<file path="config.mk">
export PLATFORM = sky130hd
export DESIGN_NAME = pcm_voice_serial_port
export DESIGN_NICKNAME = d
export VERILOG_FILES = /design/src/verilog/voice_port_pkg.sv /design/src/verilog/pcm_voice_serial_port.sv /design/src/verilog/pin_sync.sv
export SDC_FILE = /design/constraint.sdc
export NUM_CORES = 1
export LEC_CHECK = 0
export BUFFER_PORTS_ARGS = -buffer_cell sky130_fd_sc_hd__buf_4
export CELL_PAD_IN_SITES_DETAIL_PLACEMENT = 1
export CELL_PAD_IN_SITES_GLOBAL_PLACEMENT = 1
export CORE_MARGIN = 2
export CORE_UTILIZATION = 47
export CTS_CLUSTER_SIZE = 14
export DETAILED_ROUTE_END_ITERATION = 10
export PLACE_DENSITY = 0.84
export SLEW_MARGIN = 20
export SYNTH_ARGS = -nofsm -noshare
export SYNTH_HDL_FRONTEND = slang
export SYNTH_SLANG_ARGS = --single-unit
export TNS_END_PERCENT = 20
</file>
<file path="constraint.sdc">
create_clock -name core_clk -period 1.9 [get_ports core_clk]
set_input_delay 0.475 -clock core_clk [delete_from_list [all_inputs] [get_ports core_clk]]
set_output_delay 0.475 -clock core_clk [all_outputs]
set_load 0.03 [all_outputs]
</file>
<file path="src/verilog/voice_port_pkg.sv">
package voice_port_pkg;
   localparam int SAMPLE_W   = 16;
   localparam int HALF_BITS  = 16;
   localparam int SYNC_DEPTH = 2;
   localparam int BIT_CNT_W  = 5;

   typedef struct packed {
      logic signed [SAMPLE_W-1:0] data;
      logic                       right;
   } voice_sample_t;

   typedef struct packed {
      logic bit_clk;
      logic frame_align;
      logic rx_data;
   } voice_pins_in_t;
endpackage : voice_port_pkg
</file>
<file path="src/verilog/pcm_voice_serial_port.sv">
`timescale 1ns/1ps
module pcm_voice_serial_port
   import voice_port_pkg::*;
(
   input  wire logic          core_clk,
   input  wire logic          nrst,
   input  wire logic          bit_clk,
   input  wire logic          audio_frame_align,
   input  wire logic          rx_data,
   output logic               tx_data,
   input  wire voice_sample_t tx_sample,
   output logic               tx_ready,
   input  wire logic          tx_valid,
   output voice_sample_t      rx_sample,
   output logic               rx_valid,
   output logic               align_error
);
   voice_pins_in_t pins_raw;
   voice_pins_in_t pins;

   assign pins_raw = '{bit_clk: bit_clk, frame_align: audio_frame_align, rx_data: rx_data};

   pin_sync #(.WIDTH(3)) u_sync (
      .core_clk (core_clk),
      .nrst     (nrst),
      .async_in (pins_raw),
      .sync_out (pins)
   );

   logic       bclk_d;
   logic       align_d;
   logic       rise;
   logic       fall;
   logic [1:0] warm;
   logic [1:0] next_warm;
   logic       live;
   // side currently loaded into tx_shift
   logic       tx_side;
   logic       next_tx_side;

   // edges count only once the synchroniser and bclk_d hold real pin values;
   // otherwise a clock idling high gives a false rise right after reset
   assign live = (warm == 2'(SYNC_DEPTH + 1));
   assign rise = live & pins.bit_clk & ~bclk_d;
   assign fall = live & ~pins.bit_clk & bclk_d;

   // msb launch: the first fall after a new half has been seen
   function automatic logic msb_launch(input logic f, input logic seen, input logic lat, input logic side);
      return f && seen && (lat != side);
   endfunction : msb_launch

   // state
   logic                     next_bclk_d;
   logic                     align_seen;
   logic                     next_align_seen;
   logic                     align_lat;
   logic                     next_align_lat;
   logic [BIT_CNT_W-1:0]     rx_cnt;
   logic [BIT_CNT_W-1:0]     next_rx_cnt;
   logic [SAMPLE_W-1:0]      rx_shift;
   logic [SAMPLE_W-1:0]      next_rx_shift;
   logic [SAMPLE_W-1:0]      tx_shift;
   logic [SAMPLE_W-1:0]      next_tx_shift;
   logic [BIT_CNT_W-1:0]     tx_cnt;
   logic [BIT_CNT_W-1:0]     next_tx_cnt;
   voice_sample_t            tx_hold;
   voice_sample_t            next_tx_hold;
   logic                     tx_full;
   logic                     next_tx_full;
   logic                     next_tx_data;
   voice_sample_t            next_rx_sample;
   logic                     next_rx_valid;
   logic                     next_align_error;
   logic                     next_align_d;
   logic [BIT_CNT_W-1:0]     half_cnt;
   logic [BIT_CNT_W-1:0]     next_half_cnt;
   logic                     in_sync;
   logic                     next_in_sync;

   assign tx_ready = ~tx_full;

   always_comb begin
      next_bclk_d      = pins.bit_clk;
      next_warm        = live ? warm : warm + 2'h1;
      next_align_d     = align_d;
      next_align_seen  = align_seen;
      next_align_lat   = align_lat;
      next_rx_cnt      = rx_cnt;
      next_rx_shift    = rx_shift;
      next_tx_shift    = tx_shift;
      next_tx_cnt      = tx_cnt;
      next_tx_hold     = tx_hold;
      next_tx_full     = tx_full;
      next_tx_data     = tx_data;
      next_rx_sample   = rx_sample;
      next_rx_valid    = 1'b0;
      next_align_error = 1'b0;
      next_half_cnt    = half_cnt;
      next_in_sync     = in_sync;
      if (rise) begin
         // align sampled on rising edge, like the data
         next_align_d = pins.frame_align;
         // the lsb of a half lands on the rise that shows the next align edge
         if (align_seen && rx_cnt < 5'(SAMPLE_W)) begin
            next_rx_shift = {rx_shift[SAMPLE_W-2:0], pins.rx_data};
            next_rx_cnt   = rx_cnt + 5'(1);
            if (rx_cnt == 5'(SAMPLE_W-1)) begin
               // left half carried when align was low
               next_rx_sample = '{data: {rx_shift[SAMPLE_W-2:0], pins.rx_data}, right: align_lat};
               next_rx_valid  = 1'b1;
            end
         end
         if (pins.frame_align != align_d) begin
            // new half-frame: MSB comes on the next rising edge
            next_align_seen = 1'b1;
            next_align_lat  = pins.frame_align;
            next_rx_cnt     = '0;
            next_half_cnt   = 5'(1);
            // a half longer or shorter than 16 clocks breaks framing
            if (in_sync && half_cnt != 5'(HALF_BITS)) begin
               next_align_error = 1'b1;
            end
            next_in_sync = 1'b1;
         end else if (half_cnt <= 5'(HALF_BITS)) begin
            // stops one past a full half, so an overlong half still shows
            next_half_cnt = half_cnt + 5'(1);
         end
      end
      if (fall) begin
         if (msb_launch(fall, align_seen, align_lat, tx_side)) begin
            // the first fall after an align edge launches the MSB
            next_tx_shift = tx_full ? tx_hold.data : '0;
            next_tx_full  = 1'b0;
            next_tx_data  = tx_full ? tx_hold.data[SAMPLE_W-1] : 1'b0;
            next_tx_cnt   = 5'(1);
         end else if (tx_cnt != '0 && tx_cnt < 5'(SAMPLE_W)) begin
            next_tx_data = tx_shift[SAMPLE_W-1-tx_cnt];
            next_tx_cnt  = tx_cnt + 5'(1);
         end else begin
            // unused tail of the half-frame stays low
            next_tx_data = 1'b0;
         end
      end
      // a take in the load cycle must outlive the clear, so it is applied last
      if (tx_valid && !tx_full) begin
         next_tx_hold = tx_sample;
         next_tx_full = 1'b1;
      end
   end

   always_comb begin
      next_tx_side = tx_side;
      if (msb_launch(fall, align_seen, align_lat, tx_side)) begin
         next_tx_side = align_lat;
      end
   end

   always_ff @(posedge core_clk or negedge nrst) begin
      if (!nrst) begin
         bclk_d      <= 1'b0;
         align_d     <= 1'b0;
         align_seen  <= 1'b0;
         align_lat   <= 1'b0;
         rx_cnt      <= '0;
         rx_shift    <= '0;
         tx_shift    <= '0;
         tx_cnt      <= '0;
         tx_hold     <= '0;
         tx_full     <= 1'b0;
         tx_data     <= 1'b0;
         rx_sample   <= '0;
         rx_valid    <= 1'b0;
         align_error <= 1'b0;
         half_cnt    <= '0;
         in_sync     <= 1'b0;
         tx_side     <= 1'b0;
         warm        <= 2'h0;
      end else begin
         bclk_d      <= next_bclk_d;
         align_d     <= next_align_d;
         align_seen  <= next_align_seen;
         align_lat   <= next_align_lat;
         rx_cnt      <= next_rx_cnt;
         rx_shift    <= next_rx_shift;
         tx_shift    <= next_tx_shift;
         tx_cnt      <= next_tx_cnt;
         tx_hold     <= next_tx_hold;
         tx_full     <= next_tx_full;
         tx_data     <= next_tx_data;
         rx_sample   <= next_rx_sample;
         rx_valid    <= next_rx_valid;
         align_error <= next_align_error;
         half_cnt    <= next_half_cnt;
         in_sync     <= next_in_sync;
         tx_side     <= next_tx_side;
         warm        <= next_warm;
      end
   end

   a_tx_changes_on_fall: assert property (@(posedge core_clk) disable iff (!nrst)
      $changed(tx_data) |-> $past(fall)) else $error("tx_data changed away from a bit clock fall");
   a_rx_word_full: assert property (@(posedge core_clk) disable iff (!nrst)
      rx_valid |-> $past(rx_cnt) == 5'(SAMPLE_W-1) && $past(rise)) else $error("rx word not 16 bits");
   a_rx_msb_first: assert property (@(posedge core_clk) disable iff (!nrst)
      rx_valid |-> rx_sample.data[0] == $past(pins.rx_data)) else $error("last received bit not lsb");
   a_rx_side_tag: assert property (@(posedge core_clk) disable iff (!nrst)
      rx_valid |-> rx_sample.right == $past(align_lat)) else $error("sample side tag wrong");
   a_align_restart: assert property (@(posedge core_clk) disable iff (!nrst)
      rise && pins.frame_align != align_d |=> rx_cnt == '0 && half_cnt == 5'(1)) else $error("align edge no restart");
   a_tx_msb_launch: assert property (@(posedge core_clk) disable iff (!nrst)
      msb_launch(fall, align_seen, align_lat, tx_side) && tx_full |=> tx_data == $past(tx_hold.data[SAMPLE_W-1]))
      else $error("tx msb not launched");
   a_load_frees: assert property (@(posedge core_clk) disable iff (!nrst)
      msb_launch(fall, align_seen, align_lat, tx_side) && tx_full |=> tx_ready)
      else $error("holding register not freed at load");
   a_half_len: assert property (@(posedge core_clk) disable iff (!nrst)
      align_error |-> $past(in_sync) && $past(half_cnt) != 5'(HALF_BITS)) else $error("false framing error");
   a_ready_drop: assert property (@(posedge core_clk) disable iff (!nrst)
      tx_valid && tx_ready |=> !tx_ready) else $error("holding register not taken");
   c_rx_word: cover property (@(posedge core_clk) disable iff (!nrst) rx_valid);
   c_tx_word: cover property (@(posedge core_clk) disable iff (!nrst)
      msb_launch(fall, align_seen, align_lat, tx_side) && tx_full);
   c_right_word: cover property (@(posedge core_clk) disable iff (!nrst) rx_valid && rx_sample.right);
   c_frame_err: cover property (@(posedge core_clk) disable iff (!nrst) align_error);
endmodule : pcm_voice_serial_port

</file>
<file path="src/verilog/pin_sync.sv">
`timescale 1ns/1ps
module pin_sync
   import voice_port_pkg::*;
#(
   parameter int WIDTH = 3
) (
   input  wire logic             core_clk,
   input  wire logic             nrst,
   input  wire logic [WIDTH-1:0] async_in,
   output logic      [WIDTH-1:0] sync_out
);
   logic [WIDTH-1:0] stage1;
   logic [WIDTH-1:0] stage2;

   // stage1 is read by stage2 only
   always_ff @(posedge core_clk or negedge nrst) begin
      if (!nrst) begin
         stage1 <= '0;
         stage2 <= '0;
      end else begin
         stage1 <= async_in;
         stage2 <= stage1;
      end
   end

   assign sync_out = stage2;
endmodule : pin_sync

</file>
Word-level counts from Yosys, hierarchy flattened
Index checks and enable logic that the tools add are counted.
- mux-type cells: 21
- equality and inequality tests: 5
- magnitude comparators: 4
- add/subtract/negate cells: 5
- bitwise logic cells: 7
- reduce and logical (&&, ||, !) cells: 21
- operators with widths (cell ; number):
    $lt 32x5->1 const B ; 1
    $mux 5 ; 6
    $mux 16 ; 1
    $add 5x1->5 const B ; 3
    $reduce_and 2->1 ; 7
    $mux 1 ; 13
    $lt 5x5->1 const B ; 2
    $reduce_bool 2->1 ; 5
    $logic_and 1x1->1 ; 6
    $sub 4x5->6 const A ; 1
    $eq 5x4->1 const B ; 1
    $le 5x5->1 const B ; 1
    $ne 5x5->1 const B ; 1
    $reduce_bool 5->1 ; 1
    $and 1x1->1 ; 4
    $bmux 1 s4 ; 1
    $not 1->1 ; 3
    $reduce_and 3->1 ; 1
    $add 2x1->2 const B ; 1
    $eq 2x2->1 const B ; 1
    $ne 1x1->1 ; 2
    $logic_not 1->1 ; 1
- bits in registers: 96
- output and inout port bits: 21
- word-level logic and storage cells: 83
- bits of input ports: 23

Longest topological paths before layout
- depth after elaboration: 8
- gate-level depth with buffers: 7
- mapped depth without buffers: 7

Cells and area by module
Synthesis repeated with hierarchy kept, for this count alone.
- cell total of the unflattened synthesis: 321
- area total of the unflattened synthesis: 4027.6 um^2
- by module, submodules not included (module ; area each (um^2) ; instances ; sequential area each (um^2) ; cells each):
    pcm_voice_serial_port ; 3877.5 ; 1 ; 2252.2 ; 315
    pin_sync ; 150.1 ; 1 ; 150.1 ; 6

Worst setup path before layout
Ideal clock, no wire load.
- kind: register to register
- start: reg rx_cnt[0]
- end: reg rx_sample[0] (netlist name)
- path slack: 0.229 ns
- required time: 1.775 ns
- buffers on the path: 1
- setup time: 0.125 ns
- period minus slack after synthesis: 1.671 ns
- cell stages (with the launch flop): 7
- data arrival time: 1.546 ns
- cell sequence: dfrtp_1 -> ha_1 -> and3_1 -> ha_1 -> nand2_4 -> buf_6 -> mux2_4
- word-level cells in the longest chain between the ends: 3
- elaborated cells between the ends (all ways): 4
- those cells by class: order compare: 1; eq/ne: 1; reduce/logical: 2
- RTL lines (item ; RTL line ; text):
    from (decl) ; pcm_voice_serial_port.sv:58 ; logic [BIT_CNT_W-1:0] rx_cnt;
    from (signal assigned) ; pcm_voice_serial_port.sv:183 ; rx_cnt <= next_rx_cnt;
    $lt 5x5->1 ; pcm_voice_serial_port.sv:104 ; if (align_seen && rx_cnt < 5'(SAMPLE_W)) begin
    $logic_and 1x1->1 ; pcm_voice_serial_port.sv:104 ;
    $reduce_and 3->1 (no source line) * ; n/a ;
    to (signal assigned) ; pcm_voice_serial_port.sv:190 ; rx_sample <= next_rx_sample;
    to (decl) ; pcm_voice_serial_port.sv:14 ; output voice_sample_t rx_sample,
Mark *: on every way between the ends. The rest lies on a longest branch, timed or not.
A chain may end at the register's enable or synchronous reset.

Worst setup path after layout
- start: reg rx_cnt[0]
- end: reg rx_sample[15] (netlist name)
The elaborated chain is that of the path after synthesis.

==> out/qor.yml <==
synthesis:
  synth_area_mm2: 0.00402
  yosys-mux-area-fraction: 0.173
  synth_top_family_by_area: "multiplexers"
  yosysTopAreaCell: "dfrtp_1"
  synth_compound_area_frac: 0.0417
  yosysSeqAreaShare: 0.597
  synth_area_leaders: "dfrtp_1 (60%), mux2_2 (11%), nand2_1 (4.5%)"
  ys_seq_elements: 96
  ys_async_sr_fraction: 1.00
  synth_cell_types: 40
  yosysTopAreaCellShare: 0.597
  syn-num-nets: 349
  synthXorXnorAreaFrac: 0.0174
  avgSynthCellArea_um2: 12.6
  synth_ff_type: "dfrtp_1"
  synth-simple-area-share: 0.124
  synthAdderAreaFrac: 0.0218
  synth_edf_count: 0
  synthCells: 319
  yosys_warnings: 0
worst_setup_path:
  critPathMaxStageDelay_ns: 0.42
  cpMostUsedCell: "ha_1"
  critPathRequiredTime_ns: 2.15
  cp_max_fo: 18
  crit_path_end_kind: "flip-flop"
  crit_chain: "ha_1 -> and3_1 -> ha_1 -> nand2_4 -> mux2_2"
  crit_family: "simple AND/OR/NAND/NOR gates"
  path_class: "flip-flop to flip-flop"
  setup.worst_path.start_class: "flip-flop"
  slowest_stage: "dfrtp_1"
  crit_buf_inv: 0
  cp.arrival_ns: 2.08
die:
  core_mm2: 0.00826
  dieArea_mm2: 0.00932
  die_y_um: 96.5
  rows: 33
  fp.dieW_um: 96.5
  design.portCount: 44
  initial_core_util: 0.487
clocking:
  clkTransAtPathRegs_ns: 0.11
  cts.sink_count: 96
  hold_buffers: 0
  h-tree-depth: 3
  ctsResizeCount: 0
  postCtsSetupRepairBufs: 0
  root_buffer: "clkbuf_8"
  clockBufferDepth: 2
  cts_tree: "yes"
  cts-buffers-inserted: 9
  insertion_delay_ns: 0.37
timing:
  finalCritPeriodShare: 0.960
  rsz0062_at_grt: "false"
  setup_tns_ns: 0
  layout_min_cycle_time_ns: 1.82
  max_freq_mhz: 548
  hold_slack_ns: 0.0518
  finalHoldViolations: 0
  slew_headroom: 0.667
  finalSetupViolCount: 0
  final.setup_skew_ns: 0.0134
  slew_viol_final: 0
  max_slew.worst_pin.slew_ns: 0.497
pwr:
  p_per_area_mw_per_mm2: 1220
  switching_share: 0.334
  internal_power_mw: 3.84
  seq_power_share: 0.524
  p_clk_frac: 0.222
  ir_drop_v: 0.000675
  p_comb_frac: 0.254
  switchingPower_mw: 1.93
  p_leak_nw: 2.36
final_layout:
  mostFrequentLayoutCells: "dfrtp_1 (96), buf_4 (55), nand2_1 (48)"
  drive_gt1_frac: 0.339
  final_cell_area_mm2: 0.00475
  multi_input_area_mm2: 0.00152
  n_antenna_cell: 0
  syn2layout_area_growth_pct: 18.0
  fin_nets: 405
  seqCellArea_mm2: 0.00240
  fill_cells: 857
  final_common_cell: "dfrtp_1"
placement:
  hpwl_mm: 5.67
  io_buffer_count: 42
  globalplace.congestion: 0.877
  place_area_mm2: 0.00456
run_status:
  status: "finished, final reports clean"
global_routing:
  grt_util_all_layers: 0.195
  grt_max_degree: 43
  grt_antenna_before_repair: 0
  grt_pass1_vias: 2835
  grt_pass1_wl_mm: 13.8
  overflow: 0
drt:
  wl_mm: 8.29
  drtIter0Drc: 68
  wl_per_cell_um: 17.1
  drc: 0
  vias: 2627
  viasPerCell: 5.42
  drtPass1Iterations: 4
  final_antenna_net_count: 0
run:
  cap_violations: 0
min_path:
  hold_path_class: "primary input to async pin"
-- power groups by stage --
| stage | logic, mW | clock network [mW] | registers (mW) |
|---|---|---|---|
| 2_1_floorplan | 1.08 | 0 | 2.89 |
| 3_3_place_gp | 1.36 | 0 | 3.01 |
| 3_5_place_dp | 1.46 | 0 | 3.06 |
| 4_1_cts | 1.49 | 1.32 | 3.02 |
| 5_1_grt | 1.62 | 1.39 | 3.10 |
| 6_report | 1.47 | 1.28 | 3.02 |
-- synth_stat cells (2+ instances only) --
master and count:
nand3_1 19, nand3b_1 2, mux2_2 41, nand2_1 48, o21ai_0 6, buf_2 8
nor2_1 13, a31oi_1 3, inv_1 9, xor2_1 4, a21oi_1 6, ha_1 7
clkbuf_1 3, and3_1 2, mux2i_1 10, nor2b_1 3, nand4_1 4, dfrtp_1 96
a22o_1 3, mux2_4 9, xnor2_1 4
-- worst paths after layout --
kind	from	to	cells past startpoint	slack (ns)
max in group asynchronous	nrst	tx_shift[5]	2	1.24
worst max register to register	rx_cnt[0]	rx_sample[15]	5	0.08
worst min register to register	u_sync.stage1[0]	u_sync.sync_out[0]	0	0.36
worst max-delay path	rx_cnt[0]	rx_sample[15]	5	0.08
worst min-delay path	nrst	rx_sample[6]	1	0.05
min in group core_clk	rx_data	u_sync.stage1[0]	1	0.20
-- cells by family after synthesis --
kind of cell,count (synthesis)
fa+ha+maj,7
simple gates,101
mux,60
flops,96
xor+xnor,8
compound gates,25
buf+inv,22
-- metal layers --
layer / vias to the layer above / track usage / wire length, um
met5: - / 0 / 0
met4: 0 / 0.0528 / 95
met3: 8 / 0.0473 / 270
met2: 37 / 0.326 / 4120
met1: 1366 / 0.257 / 3800
li1: 1216 / - / -
-- flip-flops by register name (all words and copies together), names as in the netlist --
name / flops
rx_sample: 17
tx_hold: 16
tx_shift: 16
rx_shift: 15
half_cnt: 5
rx_cnt: 5
tx_cnt: 5
u_sync.stage1: 3
u_sync.sync_out: 3
warm: 2
align_d: 1
align_error: 1
align_lat: 1
bclk_d: 1
in_sync: 1
rx_valid: 1
tx_data: 1
tx_full: 1
tx_side: 1
-- per-stage QoR --
stage          cells  worst slack [ns]  utilization  power, mW
2_1_floorplan    319             0.229            -       3.97
6_report         485            0.0751        0.575       5.77
5_1_grt          485            0.0109        0.575       6.11
3_5_place_dp     469            0.0945        0.552       4.52
4_1_cts          485            0.0626        0.575       5.83
3_3_place_gp     469             0.146        0.552       4.38
-- final cells by class --
cell class | instances | area share
Multi-Input combinational cell | 201 | 0.320
Sequential cell | 96 | 0.506
Timing Repair Buffer | 58 | 0.0996
Clock buffer | 9 | 0.0261
Clock inverter | 7 | 0.0132
Tap cell | 105 | 0.0277
Inverter | 9 | 0.00712
(Power assumes the default switching activity.)
